File: src/logic/gpe_map.vh
`ifndef GPE_MAP_VH
`define GPE_MAP_VH
// register indices on the plain register port
`define GPE_A_W             4
`define GPE_OFF_J_DATA      4'h0
`define GPE_OFF_J_DIR       4'h1
`define GPE_OFF_J_DRIVE     4'h2
`define GPE_OFF_J_PULL      4'h3
`define GPE_OFF_J_POL       4'h4
`define GPE_OFF_J_IRQ_EN    4'h5
`define GPE_OFF_J_FLAGS     4'h6
`define GPE_OFF_J_INPUT     4'h7
`define GPE_OFF_AD_HI_DATA  4'h8
`define GPE_OFF_AD_LO_DATA  4'h9
`define GPE_OFF_AD_HI_DIR   4'ha
`define GPE_OFF_AD_LO_DIR   4'hb
`define GPE_OFF_AD_ALT_HI   4'hc
`define GPE_OFF_AD_ALT_LO   4'hd
// printed address of the low analog data register
`define GPE_ADDR_AD_LO      16'h0271
// implemented bits of port j: 7-6 and 2-0
`define GPE_J_MASK          8'hc7
`define GPE_AD_HI_MASK      8'h03
`define GPE_RST_BYTE        8'h00
`define GPE_ZERO_BYTE       8'h00
`define GPE_RST_AD          10'h000
`define GPE_RST_BIT         1'b0
`endif

File: src/logic/gpe_port.v
`timescale 1ns/1ps
// Summary of operation
// - each implemented port j direction bit makes its pin an output at 1 and an input at 0.
// - each drive select bit chooses reduced drive at 1 and full drive at 0 on its own output.
// - reduced drive applies whatever function owns the pin and does nothing on an input.
// - a pull enable bit turns on the pull device only while its pin is an input.
// - polarity 1 means pull-down and rising edge, polarity 0 pull-up and falling edge.
// - interrupt enable 1 lets a flag raise the interrupt, 0 masks it but the flag still sets.
// - a flag sets when an edge of the chosen polarity appears on the pin input.
// - writing 1 to a flag bit clears it, bits written 0 stay as they are.
// - the interrupt request is high while any pin has both flag and enable set.
// - reading the analog port data gives the stored bit for outputs, else the pin state.
// - an analog-shared pin not claimed by the converter and set as output drives its data bit.
// - the low analog data register resets to zero and bit n is also analog input n.
// - edge detection works on port j pins whether they are inputs or outputs.
`include "gpe_map.vh"

module gpe_port (
    SYS_CLK,
    SYS_RST,
    ADDR,
    WDATA,
    WR,
    RD,
    RDATA,
    J_PIN_IN,
    J_PIN_OUT,
    J_PIN_OE_N,
    J_REDUCED_DRIVE,
    J_PULL_EN,
    J_PULL_DOWN,
    AD_PIN_IN,
    AD_PIN_OUT,
    AD_PIN_OE_N,
    AD_ANALOG_IN,
    IRQ
);
    input                    SYS_CLK;
    input                    SYS_RST;
    input  [`GPE_A_W-1:0]    ADDR;
    input  [7:0]             WDATA;
    input                    WR;
    input                    RD;
    output [7:0]             RDATA;
    input  [7:0]             J_PIN_IN;
    output [7:0]             J_PIN_OUT;
    output [7:0]             J_PIN_OE_N;
    output [7:0]             J_REDUCED_DRIVE;
    output [7:0]             J_PULL_EN;
    output [7:0]             J_PULL_DOWN;
    input  [9:0]             AD_PIN_IN;
    output [9:0]             AD_PIN_OUT;
    output [9:0]             AD_PIN_OE_N;
    output [7:0]             AD_ANALOG_IN;
    output                   IRQ;

    reg  [7:0]  j_data_ff;
    reg  [7:0]  j_dir_ff;
    reg  [7:0]  j_drive_ff;
    reg  [7:0]  j_pull_ff;
    reg  [7:0]  j_pol_ff;
    reg  [7:0]  j_irq_en_ff;
    reg  [7:0]  j_flags_ff;
    reg  [7:0]  j_sync1_ff;
    reg  [7:0]  j_sync2_ff;
    reg  [7:0]  j_last_ff;
    reg  [7:0]  ad_hi_data_ff;
    reg  [7:0]  ad_lo_data_ff;
    reg  [7:0]  ad_hi_dir_ff;
    reg  [7:0]  ad_lo_dir_ff;
    reg  [7:0]  ad_alt_hi_ff;
    reg  [7:0]  ad_alt_lo_ff;
    reg  [9:0]  ad_sync1_ff;
    reg  [9:0]  ad_sync2_ff;
    reg  [7:0]  rdata_ff;
    reg         irq_ff;
    reg  [7:0]  nxt_rdata;
    reg  [7:0]  nxt_flags;
    wire [7:0]  edge_hit;
    wire [7:0]  w1c;
    reg  [7:0]  nxt_j_data;
    reg  [7:0]  nxt_j_dir;
    reg  [7:0]  nxt_j_drive;
    reg  [7:0]  nxt_j_pull;
    reg  [7:0]  nxt_j_pol;
    reg  [7:0]  nxt_j_irq_en;
    reg  [7:0]  nxt_ad_hi_data;
    reg  [7:0]  nxt_ad_lo_data;
    reg  [7:0]  nxt_ad_hi_dir;
    reg  [7:0]  nxt_ad_lo_dir;
    reg  [7:0]  nxt_ad_alt_hi;
    reg  [7:0]  nxt_ad_alt_lo;
    reg         nxt_irq;
    wire        wr_j_data;
    wire        wr_j_dir;
    wire        wr_j_drive;
    wire        wr_j_pull;
    wire        wr_j_pol;
    wire        wr_j_irq_en;
    wire        wr_ad_hi_data;
    wire        wr_ad_lo_data;
    wire        wr_ad_hi_dir;
    wire        wr_ad_lo_dir;
    wire        wr_ad_alt_hi;
    wire        wr_ad_alt_lo;

    // source of a data read: stored bit for outputs, pin otherwise
    function [7:0] mux_read;
        input [7:0] dir;
        input [7:0] stored;
        input [7:0] pin;
        begin
            mux_read = (dir & stored) | (~dir & pin);
        end
    endfunction

    // write strobe decode for one register index
    function wr_hit;
        input                wr;
        input [`GPE_A_W-1:0] addr;
        input [`GPE_A_W-1:0] index;
        begin
            wr_hit = wr && (addr == index);
        end
    endfunction

    // unmapped indices decode to no strobe, so their writes fall away
    assign wr_j_data     = wr_hit(WR, ADDR, `GPE_OFF_J_DATA);
    assign wr_j_dir      = wr_hit(WR, ADDR, `GPE_OFF_J_DIR);
    assign wr_j_drive    = wr_hit(WR, ADDR, `GPE_OFF_J_DRIVE);
    assign wr_j_pull     = wr_hit(WR, ADDR, `GPE_OFF_J_PULL);
    assign wr_j_pol      = wr_hit(WR, ADDR, `GPE_OFF_J_POL);
    assign wr_j_irq_en   = wr_hit(WR, ADDR, `GPE_OFF_J_IRQ_EN);
    assign wr_ad_hi_data = wr_hit(WR, ADDR, `GPE_OFF_AD_HI_DATA);
    assign wr_ad_lo_data = wr_hit(WR, ADDR, `GPE_OFF_AD_LO_DATA);
    assign wr_ad_hi_dir  = wr_hit(WR, ADDR, `GPE_OFF_AD_HI_DIR);
    assign wr_ad_lo_dir  = wr_hit(WR, ADDR, `GPE_OFF_AD_LO_DIR);
    assign wr_ad_alt_hi  = wr_hit(WR, ADDR, `GPE_OFF_AD_ALT_HI);
    assign wr_ad_alt_lo  = wr_hit(WR, ADDR, `GPE_OFF_AD_ALT_LO);

    // edges compare the two synchronised stages only, never the raw first stage
    assign edge_hit = `GPE_J_MASK &
                      ((j_pol_ff & j_sync2_ff & ~j_last_ff) |
                       (~j_pol_ff & ~j_sync2_ff & j_last_ff));
    assign w1c = (WR && ADDR == `GPE_OFF_J_FLAGS) ? WDATA : `GPE_ZERO_BYTE;

    always @* begin
        // set beats a clear that lands in the same cycle
        nxt_flags = ((j_flags_ff & ~w1c) | edge_hit) & `GPE_J_MASK;
    end

    always @* begin
        case (ADDR)
            `GPE_OFF_J_DATA:     nxt_rdata = mux_read(j_dir_ff, j_data_ff, j_sync2_ff) &
                                             `GPE_J_MASK;
            `GPE_OFF_J_DIR:      nxt_rdata = j_dir_ff;
            `GPE_OFF_J_DRIVE:    nxt_rdata = j_drive_ff;
            `GPE_OFF_J_PULL:     nxt_rdata = j_pull_ff;
            `GPE_OFF_J_POL:      nxt_rdata = j_pol_ff;
            `GPE_OFF_J_IRQ_EN:   nxt_rdata = j_irq_en_ff;
            `GPE_OFF_J_FLAGS:    nxt_rdata = j_flags_ff;
            `GPE_OFF_J_INPUT:    nxt_rdata = j_sync2_ff & `GPE_J_MASK;
            `GPE_OFF_AD_HI_DATA: nxt_rdata = mux_read(ad_hi_dir_ff, ad_hi_data_ff,
                                                      {6'h00, ad_sync2_ff[9:8]});
            `GPE_OFF_AD_LO_DATA: nxt_rdata = mux_read(ad_lo_dir_ff, ad_lo_data_ff,
                                                      ad_sync2_ff[7:0]);
            `GPE_OFF_AD_HI_DIR:  nxt_rdata = ad_hi_dir_ff;
            `GPE_OFF_AD_LO_DIR:  nxt_rdata = ad_lo_dir_ff;
            `GPE_OFF_AD_ALT_HI:  nxt_rdata = ad_alt_hi_ff;
            `GPE_OFF_AD_ALT_LO:  nxt_rdata = ad_alt_lo_ff;
            default:             nxt_rdata = `GPE_ZERO_BYTE;
        endcase
    end

    always @* begin
        // new enable counts at once, so a masked flag never leaks for a cycle
        nxt_irq = |(nxt_flags & nxt_j_irq_en);
    end

    always @(posedge SYS_CLK or posedge SYS_RST) begin
        if (SYS_RST) begin
            j_flags_ff <= `GPE_RST_BYTE;
            rdata_ff   <= `GPE_RST_BYTE;
            irq_ff     <= `GPE_RST_BIT;
        end else begin
            j_flags_ff <= nxt_flags;
            irq_ff     <= nxt_irq;
            if (RD)
                rdata_ff <= nxt_rdata;
        end
    end

    // one next-value process and one flop per register keeps each write rule local
    always @* begin
        nxt_j_data = j_data_ff;
        if (wr_j_data)
            nxt_j_data = WDATA & `GPE_J_MASK;
    end

    always @(posedge SYS_CLK or posedge SYS_RST) begin
        if (SYS_RST)
            j_data_ff <= `GPE_RST_BYTE;
        else
            j_data_ff <= nxt_j_data;
    end

    always @* begin
        nxt_j_dir = j_dir_ff;
        if (wr_j_dir)
            nxt_j_dir = WDATA & `GPE_J_MASK;
    end

    always @(posedge SYS_CLK or posedge SYS_RST) begin
        if (SYS_RST)
            j_dir_ff <= `GPE_RST_BYTE;
        else
            j_dir_ff <= nxt_j_dir;
    end

    always @* begin
        nxt_j_drive = j_drive_ff;
        if (wr_j_drive)
            nxt_j_drive = WDATA & `GPE_J_MASK;
    end

    always @(posedge SYS_CLK or posedge SYS_RST) begin
        if (SYS_RST)
            j_drive_ff <= `GPE_RST_BYTE;
        else
            j_drive_ff <= nxt_j_drive;
    end

    always @* begin
        nxt_j_pull = j_pull_ff;
        if (wr_j_pull)
            nxt_j_pull = WDATA & `GPE_J_MASK;
    end

    always @(posedge SYS_CLK or posedge SYS_RST) begin
        if (SYS_RST)
            j_pull_ff <= `GPE_RST_BYTE;
        else
            j_pull_ff <= nxt_j_pull;
    end

    always @* begin
        nxt_j_pol = j_pol_ff;
        if (wr_j_pol)
            nxt_j_pol = WDATA & `GPE_J_MASK;
    end

    always @(posedge SYS_CLK or posedge SYS_RST) begin
        if (SYS_RST)
            j_pol_ff <= `GPE_RST_BYTE;
        else
            j_pol_ff <= nxt_j_pol;
    end

    always @* begin
        nxt_j_irq_en = j_irq_en_ff;
        if (wr_j_irq_en)
            nxt_j_irq_en = WDATA & `GPE_J_MASK;
    end

    always @(posedge SYS_CLK or posedge SYS_RST) begin
        if (SYS_RST)
            j_irq_en_ff <= `GPE_RST_BYTE;
        else
            j_irq_en_ff <= nxt_j_irq_en;
    end

    always @* begin
        nxt_ad_hi_data = ad_hi_data_ff;
        if (wr_ad_hi_data)
            nxt_ad_hi_data = WDATA & `GPE_AD_HI_MASK;
    end

    always @(posedge SYS_CLK or posedge SYS_RST) begin
        if (SYS_RST)
            ad_hi_data_ff <= `GPE_RST_BYTE;
        else
            ad_hi_data_ff <= nxt_ad_hi_data;
    end

    always @* begin
        nxt_ad_lo_data = ad_lo_data_ff;
        if (wr_ad_lo_data)
            nxt_ad_lo_data = WDATA;
    end

    always @(posedge SYS_CLK or posedge SYS_RST) begin
        if (SYS_RST)
            ad_lo_data_ff <= `GPE_RST_BYTE;
        else
            ad_lo_data_ff <= nxt_ad_lo_data;
    end

    always @* begin
        nxt_ad_hi_dir = ad_hi_dir_ff;
        if (wr_ad_hi_dir)
            nxt_ad_hi_dir = WDATA & `GPE_AD_HI_MASK;
    end

    always @(posedge SYS_CLK or posedge SYS_RST) begin
        if (SYS_RST)
            ad_hi_dir_ff <= `GPE_RST_BYTE;
        else
            ad_hi_dir_ff <= nxt_ad_hi_dir;
    end

    always @* begin
        nxt_ad_lo_dir = ad_lo_dir_ff;
        if (wr_ad_lo_dir)
            nxt_ad_lo_dir = WDATA;
    end

    always @(posedge SYS_CLK or posedge SYS_RST) begin
        if (SYS_RST)
            ad_lo_dir_ff <= `GPE_RST_BYTE;
        else
            ad_lo_dir_ff <= nxt_ad_lo_dir;
    end

    always @* begin
        nxt_ad_alt_hi = ad_alt_hi_ff;
        if (wr_ad_alt_hi)
            nxt_ad_alt_hi = WDATA & `GPE_AD_HI_MASK;
    end

    always @(posedge SYS_CLK or posedge SYS_RST) begin
        if (SYS_RST)
            ad_alt_hi_ff <= `GPE_RST_BYTE;
        else
            ad_alt_hi_ff <= nxt_ad_alt_hi;
    end

    always @* begin
        nxt_ad_alt_lo = ad_alt_lo_ff;
        if (wr_ad_alt_lo)
            nxt_ad_alt_lo = WDATA;
    end

    always @(posedge SYS_CLK or posedge SYS_RST) begin
        if (SYS_RST)
            ad_alt_lo_ff <= `GPE_RST_BYTE;
        else
            ad_alt_lo_ff <= nxt_ad_alt_lo;
    end

    // synchronisers; last stage feeds edge detection and reads
    always @(posedge SYS_CLK or posedge SYS_RST) begin
        if (SYS_RST) begin
            j_sync1_ff  <= `GPE_RST_BYTE;
            j_sync2_ff  <= `GPE_RST_BYTE;
            j_last_ff   <= `GPE_RST_BYTE;
            ad_sync1_ff <= `GPE_RST_AD;
            ad_sync2_ff <= `GPE_RST_AD;
        end else begin
            j_sync1_ff  <= J_PIN_IN;
            j_sync2_ff  <= j_sync1_ff;
            j_last_ff   <= j_sync2_ff;
            ad_sync1_ff <= AD_PIN_IN;
            ad_sync2_ff <= ad_sync1_ff;
        end
    end

    assign RDATA           = rdata_ff;
    assign IRQ             = irq_ff;
    assign J_PIN_OUT       = j_data_ff;
    assign J_PIN_OE_N      = ~j_dir_ff;
    // reduced drive only matters on outputs, no matter who owns the pin
    assign J_REDUCED_DRIVE = j_drive_ff & j_dir_ff;
    assign J_PULL_EN       = j_pull_ff & ~j_dir_ff;
    assign J_PULL_DOWN     = j_pol_ff;
    assign AD_PIN_OUT      = {ad_hi_data_ff[1:0], ad_lo_data_ff};
    assign AD_PIN_OE_N     = ~({ad_hi_dir_ff[1:0], ad_lo_dir_ff} &
                               ~{ad_alt_hi_ff[1:0], ad_alt_lo_ff});
    assign AD_ANALOG_IN    = ad_lo_data_ff;

endmodule // gpe_port

File: config.mk
export PLATFORM = sky130hd
export DESIGN_NAME = gpe_port
export DESIGN_NICKNAME = d
export VERILOG_FILES = /design/src/logic/gpe_port.v
export VERILOG_INCLUDE_DIRS = /design/src /design/src/logic
export SDC_FILE = /design/constraint.sdc
export NUM_CORES = 1
export LEC_CHECK = 0
export BUFFER_PORTS_ARGS = -buffer_cell sky130_fd_sc_hd__buf_4
export CAP_MARGIN = 20
export CORE_MARGIN = 10
export CORE_UTILIZATION = 40
export CTS_CLUSTER_DIAMETER = 150
export DETAILED_ROUTE_END_ITERATION = 6
export GPL_TIMING_DRIVEN = 1
export SETUP_SLACK_MARGIN = 0.4
export SYNTH_ARGS = -nofsm -noshare
export SYNTH_HDL_FRONTEND = slang
export SYNTH_SLANG_ARGS = --single-unit
File: constraint.sdc
create_clock -name SYS_CLK -period 3.85 [get_ports SYS_CLK]
set_input_delay 0.1925 -clock SYS_CLK [delete_from_list [all_inputs] [get_ports SYS_CLK]]
set_output_delay 0.1925 -clock SYS_CLK [all_outputs]
set_load 0.1 [all_outputs]
# Yosys cells after proc, flatten, opt, wreduce, memory -nomap -nowiden
# Cells that the tools add are included.
# classes
n_addsub	0
mul	0
div_mod_pow	0
magnitude_cmp	0
n_eq_ne	13
shifts	0
mux	3
n_bitwise	29
n_reduce_logical	15
# ops
cell	n
8-bit one-hot mux with 14 select lines	1
8-bit bitwise AND	12
8-bit NOT	6
8-bit OR	4
4-bit equality test, second input constant	6
10-bit NOT	2
4-bit by 3-bit equality test with 1-bit output, second input constant	4
8-bit two-way mux	2
1-bit logical AND	13
10-bit bitwise AND	1
8-bit by 2-bit bitwise AND with 8-bit output	1
4-bit by 2-bit equality test with 1-bit output, second input constant	2
2-bit NOT with 8-bit output	1
2-bit by 8-bit OR with 8-bit output	1
8-bit OR reduction	1
4-bit by 1-bit equality test with 1-bit output, second input constant	1
4-bit logical NOT	1
2-bit bitwise AND	1
# word_totals
reg_bits	121
latch_bits	0
mem_bits_rw	0
mem_bits_ro	0
word_cells	80
memories	0

# Longest topological paths before layout
# depth
word_depth	8
depth_mapped	8
mapped_depth_nobuf	5

# Least setup slack after synthesis
# OpenSTA, ideal clock, no wires.
# synth_path
kind	register to register
start	register j_pol_ff[1] (netlist: J_PULL_DOWN[1])
end	register rdata_ff[1] (netlist: RDATA[1])
t_arrival_ns	1.848
path_slack_ns	1.868
stages_incl_launch_ff	6
synth_period_minus_slack_ns	1.982
path_cell_list	dfrtp_1 > mux4_2 > nand3b_1 > o21ai_0 > nor4b_1 > o22ai_1
# synth_between
elab_chain_len	1
# synth_rtl
item	line_no	rtl
start, declared	gpe_port.v:61	reg [7:0] j_pol_ff;
start signal, assigned	gpe_port.v:254	j_pol_ff <= `GPE_RST_BYTE;
start signal, assigned	gpe_port.v:256	j_pol_ff <= nxt_j_pol;
8-bit one-hot mux with 14 select lines	gpe_port.v:153	case (ADDR)
end signal, assigned	gpe_port.v:183	rdata_ff <= `GPE_RST_BYTE;
end signal, assigned	gpe_port.v:189	rdata_ff <= nxt_rdata;
end, declared	gpe_port.v:75	reg [7:0] rdata_ff;
# Every way passes these cells.
# A chain may end at the register's enable or synchronous reset.

# Worst setup path in the final report
# layout_path
start	input port ADDR[1]
end	register irq_ff (netlist: IRQ)
# layout_between
elab_chain_len	8
elab_cells_between_ends	11
classes_between	2 x eq/ne; 2 x mux; 4 x bitwise; 3 x reduce/logical
# layout_rtl
item	line_no	rtl
start, declared	gpe_port.v:40	input [`GPE_A_W-1:0] ADDR;
4-bit by 3-bit equality test with 1-bit output	--	
1-bit logical AND (no source line)	--	
8-bit two-way mux (no source line)	--	
8-bit NOT	gpe_port.v:149	nxt_flags = ((j_flags_ff & ~w1c) | edge_hit) & `GPE_J_MASK;
8-bit bitwise AND	gpe_port.v:149	
8-bit OR	gpe_port.v:149	
via nxt_flags[1]	gpe_port.v:78	reg [7:0] nxt_flags;
8-bit bitwise AND	gpe_port.v:177	nxt_irq = |(nxt_flags & nxt_j_irq_en);
8-bit OR reduction	gpe_port.v:177	
via nxt_irq	gpe_port.v:93	reg nxt_irq;
end signal, assigned	gpe_port.v:184	irq_ff <= `GPE_RST_BIT;
end signal, assigned	gpe_port.v:187	irq_ff <= nxt_irq;
end, declared	gpe_port.v:76	reg irq_ff;
# The timed path passes the listed nets, and every way through them passes these cells.

==> metrics.md <==
| Metric | Value |
|---|---|
| RSZ-0062 raised after global routing | `false` |
| Post-Syn Area | `5030 um2` |
| Clock transition at the registers of the reported paths | `0.07 ns` |
| Worst hold path class | `primary input to flop` |
| Tmin final | `between 2 and 2.5 ns` |
| Hold-fix buffers at CTS | `15` |
| Distinct cells, synth | `56` |
| Clock Sinks | `between 100 and 150` |
| Asr flop ratio synth | `100%` |
| Fill count | `between 1000 and 1500` |
| Routed wire per std cell | `19.7 um` |
| Pin count of the biggest net entering global routing | `between 80 and 90` |
| Starting Density | `between 40% and 50%` |
| Critical path destination | `IRQ` |
| Worst path arrival time | `~2.4 ns` |
| Total wire length | `13300 um` |
| Initial DRT Pass Iterations | `5` |
| Global Route Usage Sum | `between 10% and 20%` |
| # DRC | `0` |
| Die ar. | `about 17000 um2` |
| Synthesized area per cell | `approximately 12 um2` |
| Most frequent cells in the layout | `dfrtp_1, buf_4, mux2_2, nand2_1, nand2b_1` |
| GR Overflow Total | `0` |
| Tcrit/Tclk final | `between 50% and 60%` |
| CTS tree | `done` |
| Yosys warning total | `0` |
| Relative slew slack | `around 40%` |
| Number of flops mapped to enable cells by yosys | `0` |
| Final setup fails | `0` |
| Clock skew | `between 0.007 and 0.008 ns` |
| Multi-input logic area | `between 1500 and 2000 um2` |
| Layout Area Growth over Synthesis | `23.4%` |
| Worst reg2reg path depth | `5` |
| Max Freq | `~450 MHz` |
| Vias/cell | `between 5 and 6` |
| ANT nets after route | `0` |
| Synth Flop Type | `dfrtp_1` |
| Max-slew violations | `0` |
| Number of cell rows | `40` |
| Layout net count | `~540` |
| Commonest non-fill, non-tap cell in the layout | `dfrtp_1` |
| Run status | `finished clean` |
| Max cap viols | `0` |
| Dpl cells | `around 640` |
| Area share of the largest cell type after synthesis | `around 54%` |
| CTS resizes | `0` |
| Worst skew pair latency | `~0.36 ns` |
| Core Area | `around 12000 um2` |
| Die Wd | `roughly 130 um` |
| Initial DRC Count | `between 200 and 250` |
| IO buf count | `~90` |
| CTS root buffer | `clkbuf_16` |
| Dpl hpwl | `slightly above 9000 um` |
| Register area | `between 2000 and 3000 um2` |
| Worst EP required | `a little over 4 ns` |
| Antenna Cells | `0` |
| Layout cells sized above 1 | `36.7%` |
| Number of global-route vias before repair | `a little under 4000` |
| Initial antenna violation count | `0` |
| R2R Setup Slk | `2.15 ns` |
| Dpl ws | `between 1 and 1.5 ns` |
| Setup TNS Final | `0 ns` |
| Synth area leader | `dfrtp_1` |
| Startpoint types | `primary input` |
| Ranking of synthesized cells by area | `dfrtp_1, mux2_2, buf_4` |
| Reg2reg start | `j_sync2_ff[1]` |
| Detailed-route via count | `about 3500` |
| Worst Tran Pin Value | `~0.90 ns` |
| Reg-to-reg critical path endpoint | `RDATA[1]` |
| Final setup margin | `roughly 1.6 ns` |
| Synth Register Bits | `between 100 and 150` |
| Crit path from | `ADDR[1]` |
| Synth Instances | `between 400 and 500` |
| I/O pin cnt | `around 110` |
| Global-route wire length before repair | `21600 um` |
| Power Density | `696 nW/um2` |
| H-tree Lvls | `3` |
| CP Max Fanout | `39` |
| Clock Path Buffers | `2` |
| TritonCTS Buffers | `9` |
| Die Y | `about 130 um` |
| CP Capture Type | `flop` |
| Final hold violation count | `0` |
| Sequential area share after synthesis | `between 50% and 60%` |
| Cell leakage power | `approximately 2.8 nW` |
| RD Place Congestion | `0.823` |
| VDD IR max | `between 0.0003 and 0.0004 V` |
| Post-CTS Setup Bufs | `0` |
| Critical path class | `primary input to flop` |
| Fin cells | `roughly 680` |
==> logic make-up (layout without fill, tap and decap cells) <==
family                 Yosys count  in the layout  synth area share [%]
AOI/OAI and AO/OA               62             62                  8.78
buffers and inverters           63            140                  7.16
DFF                            109            109                  54.2
muxes                           76             76                  17.3
other                            2             15                 0.149
and+or+nand+nor                105            105                  12.4
==> state kept, by name (all words and copies together) (netlist names), 2 cells and up <==
register / cells
ad_hi_data_ff: 2
J_PIN_OUT: 5
ad_alt_hi_ff: 2
ad_lo_dir_ff: 8
j_last_ff: 5
ad_sync1_ff: 10
ad_sync2_ff: 10
J_PULL_DOWN: 5
j_flags_ff: 5
j_sync2_ff: 5
ad_alt_lo_ff: 8
j_pull_ff: 5
AD_ANALOG_IN: 8
RDATA: 8
j_dir_ff: 5
j_drive_ff: 5
j_irq_en_ff: 5
j_sync1_ff: 5
ad_hi_dir_ff: 2
==> worst max-delay path, cell delays in order <==
cell and delay, ns:
buf_4 0.37, nor2b_1 0.78, a41o_1 0.28, o211ai_1 0.12, a222oi_1 0.51, o211ai_1 0.18
==> synthesized netlist by cell type, types with 7 or more instances <==
cell and n:
mux2_2 68, clkbuf_1 11, dfrtp_1 109, o22ai_1 9
inv_1 15, nand2_1 24, nor2b_1 13, buf_4 24
o21ai_0 12, buf_2 9, nor2_1 11, a22oi_1 7
nand2b_1 17
==> through the flow <==
| stage | utilization (%) | hold WS (ns) | power (mW) | cell area (um2) |
|---|---|---|---|---|
| after floorplan | - | 0.224 | 2.95 | 5080 |
| after global placement | 46.7 | 0.302 | 3.30 | 5690 |
| after detailed placement | 46.7 | 0.303 | 3.32 | 5690 |
| after CTS | 50.7 | 0.0776 | 4.36 | 6170 |
| after global routing | 51.0 | 0.0838 | 4.49 | 6210 |
| final | 51.0 | 0.0823 | 4.32 | 6210 |
==> power by group <==
part,leakage (nW),switching [mW],internal (mW)
combinational,1.29,1.38,0.431
sequential,1.30,0.161,1.33
clock,0.164,0.413,0.607
==> routing by layer <==
layer  GRT usage (%)  vias to the layer above  share of wire, %
met2            25.6                      107                49
met5               0                        -                 0
met4            4.02                        0               1.4
met3            5.45                       15               7.1
li1                -                     1613                 -
met1            18.5                     1745                42
==> layout make-up <==
class | count | area share (%)
inverter | 15 | 0.948
tap | 168 | 3.39
multi-input combinational | 258 | 32.1
timing repair buffer | 110 | 14.3
sequential | 109 | 44.0
clock buffer | 11 | 4.07
clock inverter | 4 | 1.29
==> how the worst min path moves through the flow <==
stage | cells after the start | start | endpoint
after floorplan | 0 | AD_PIN_IN[0] | ad_sync1_ff[0]
after global placement | 1 | AD_PIN_IN[2] | ad_sync1_ff[2]
after detailed placement | 1 | J_PIN_IN[2] | j_sync1_ff[2]
after CTS | 2 | WDATA[3] | AD_ANALOG_IN[3]
after global routing | 2 | WDATA[4] | ad_lo_dir_ff[4]
final | 2 | WDATA[3] | AD_ANALOG_IN[3]
Power figures use the tool's default switching activity.
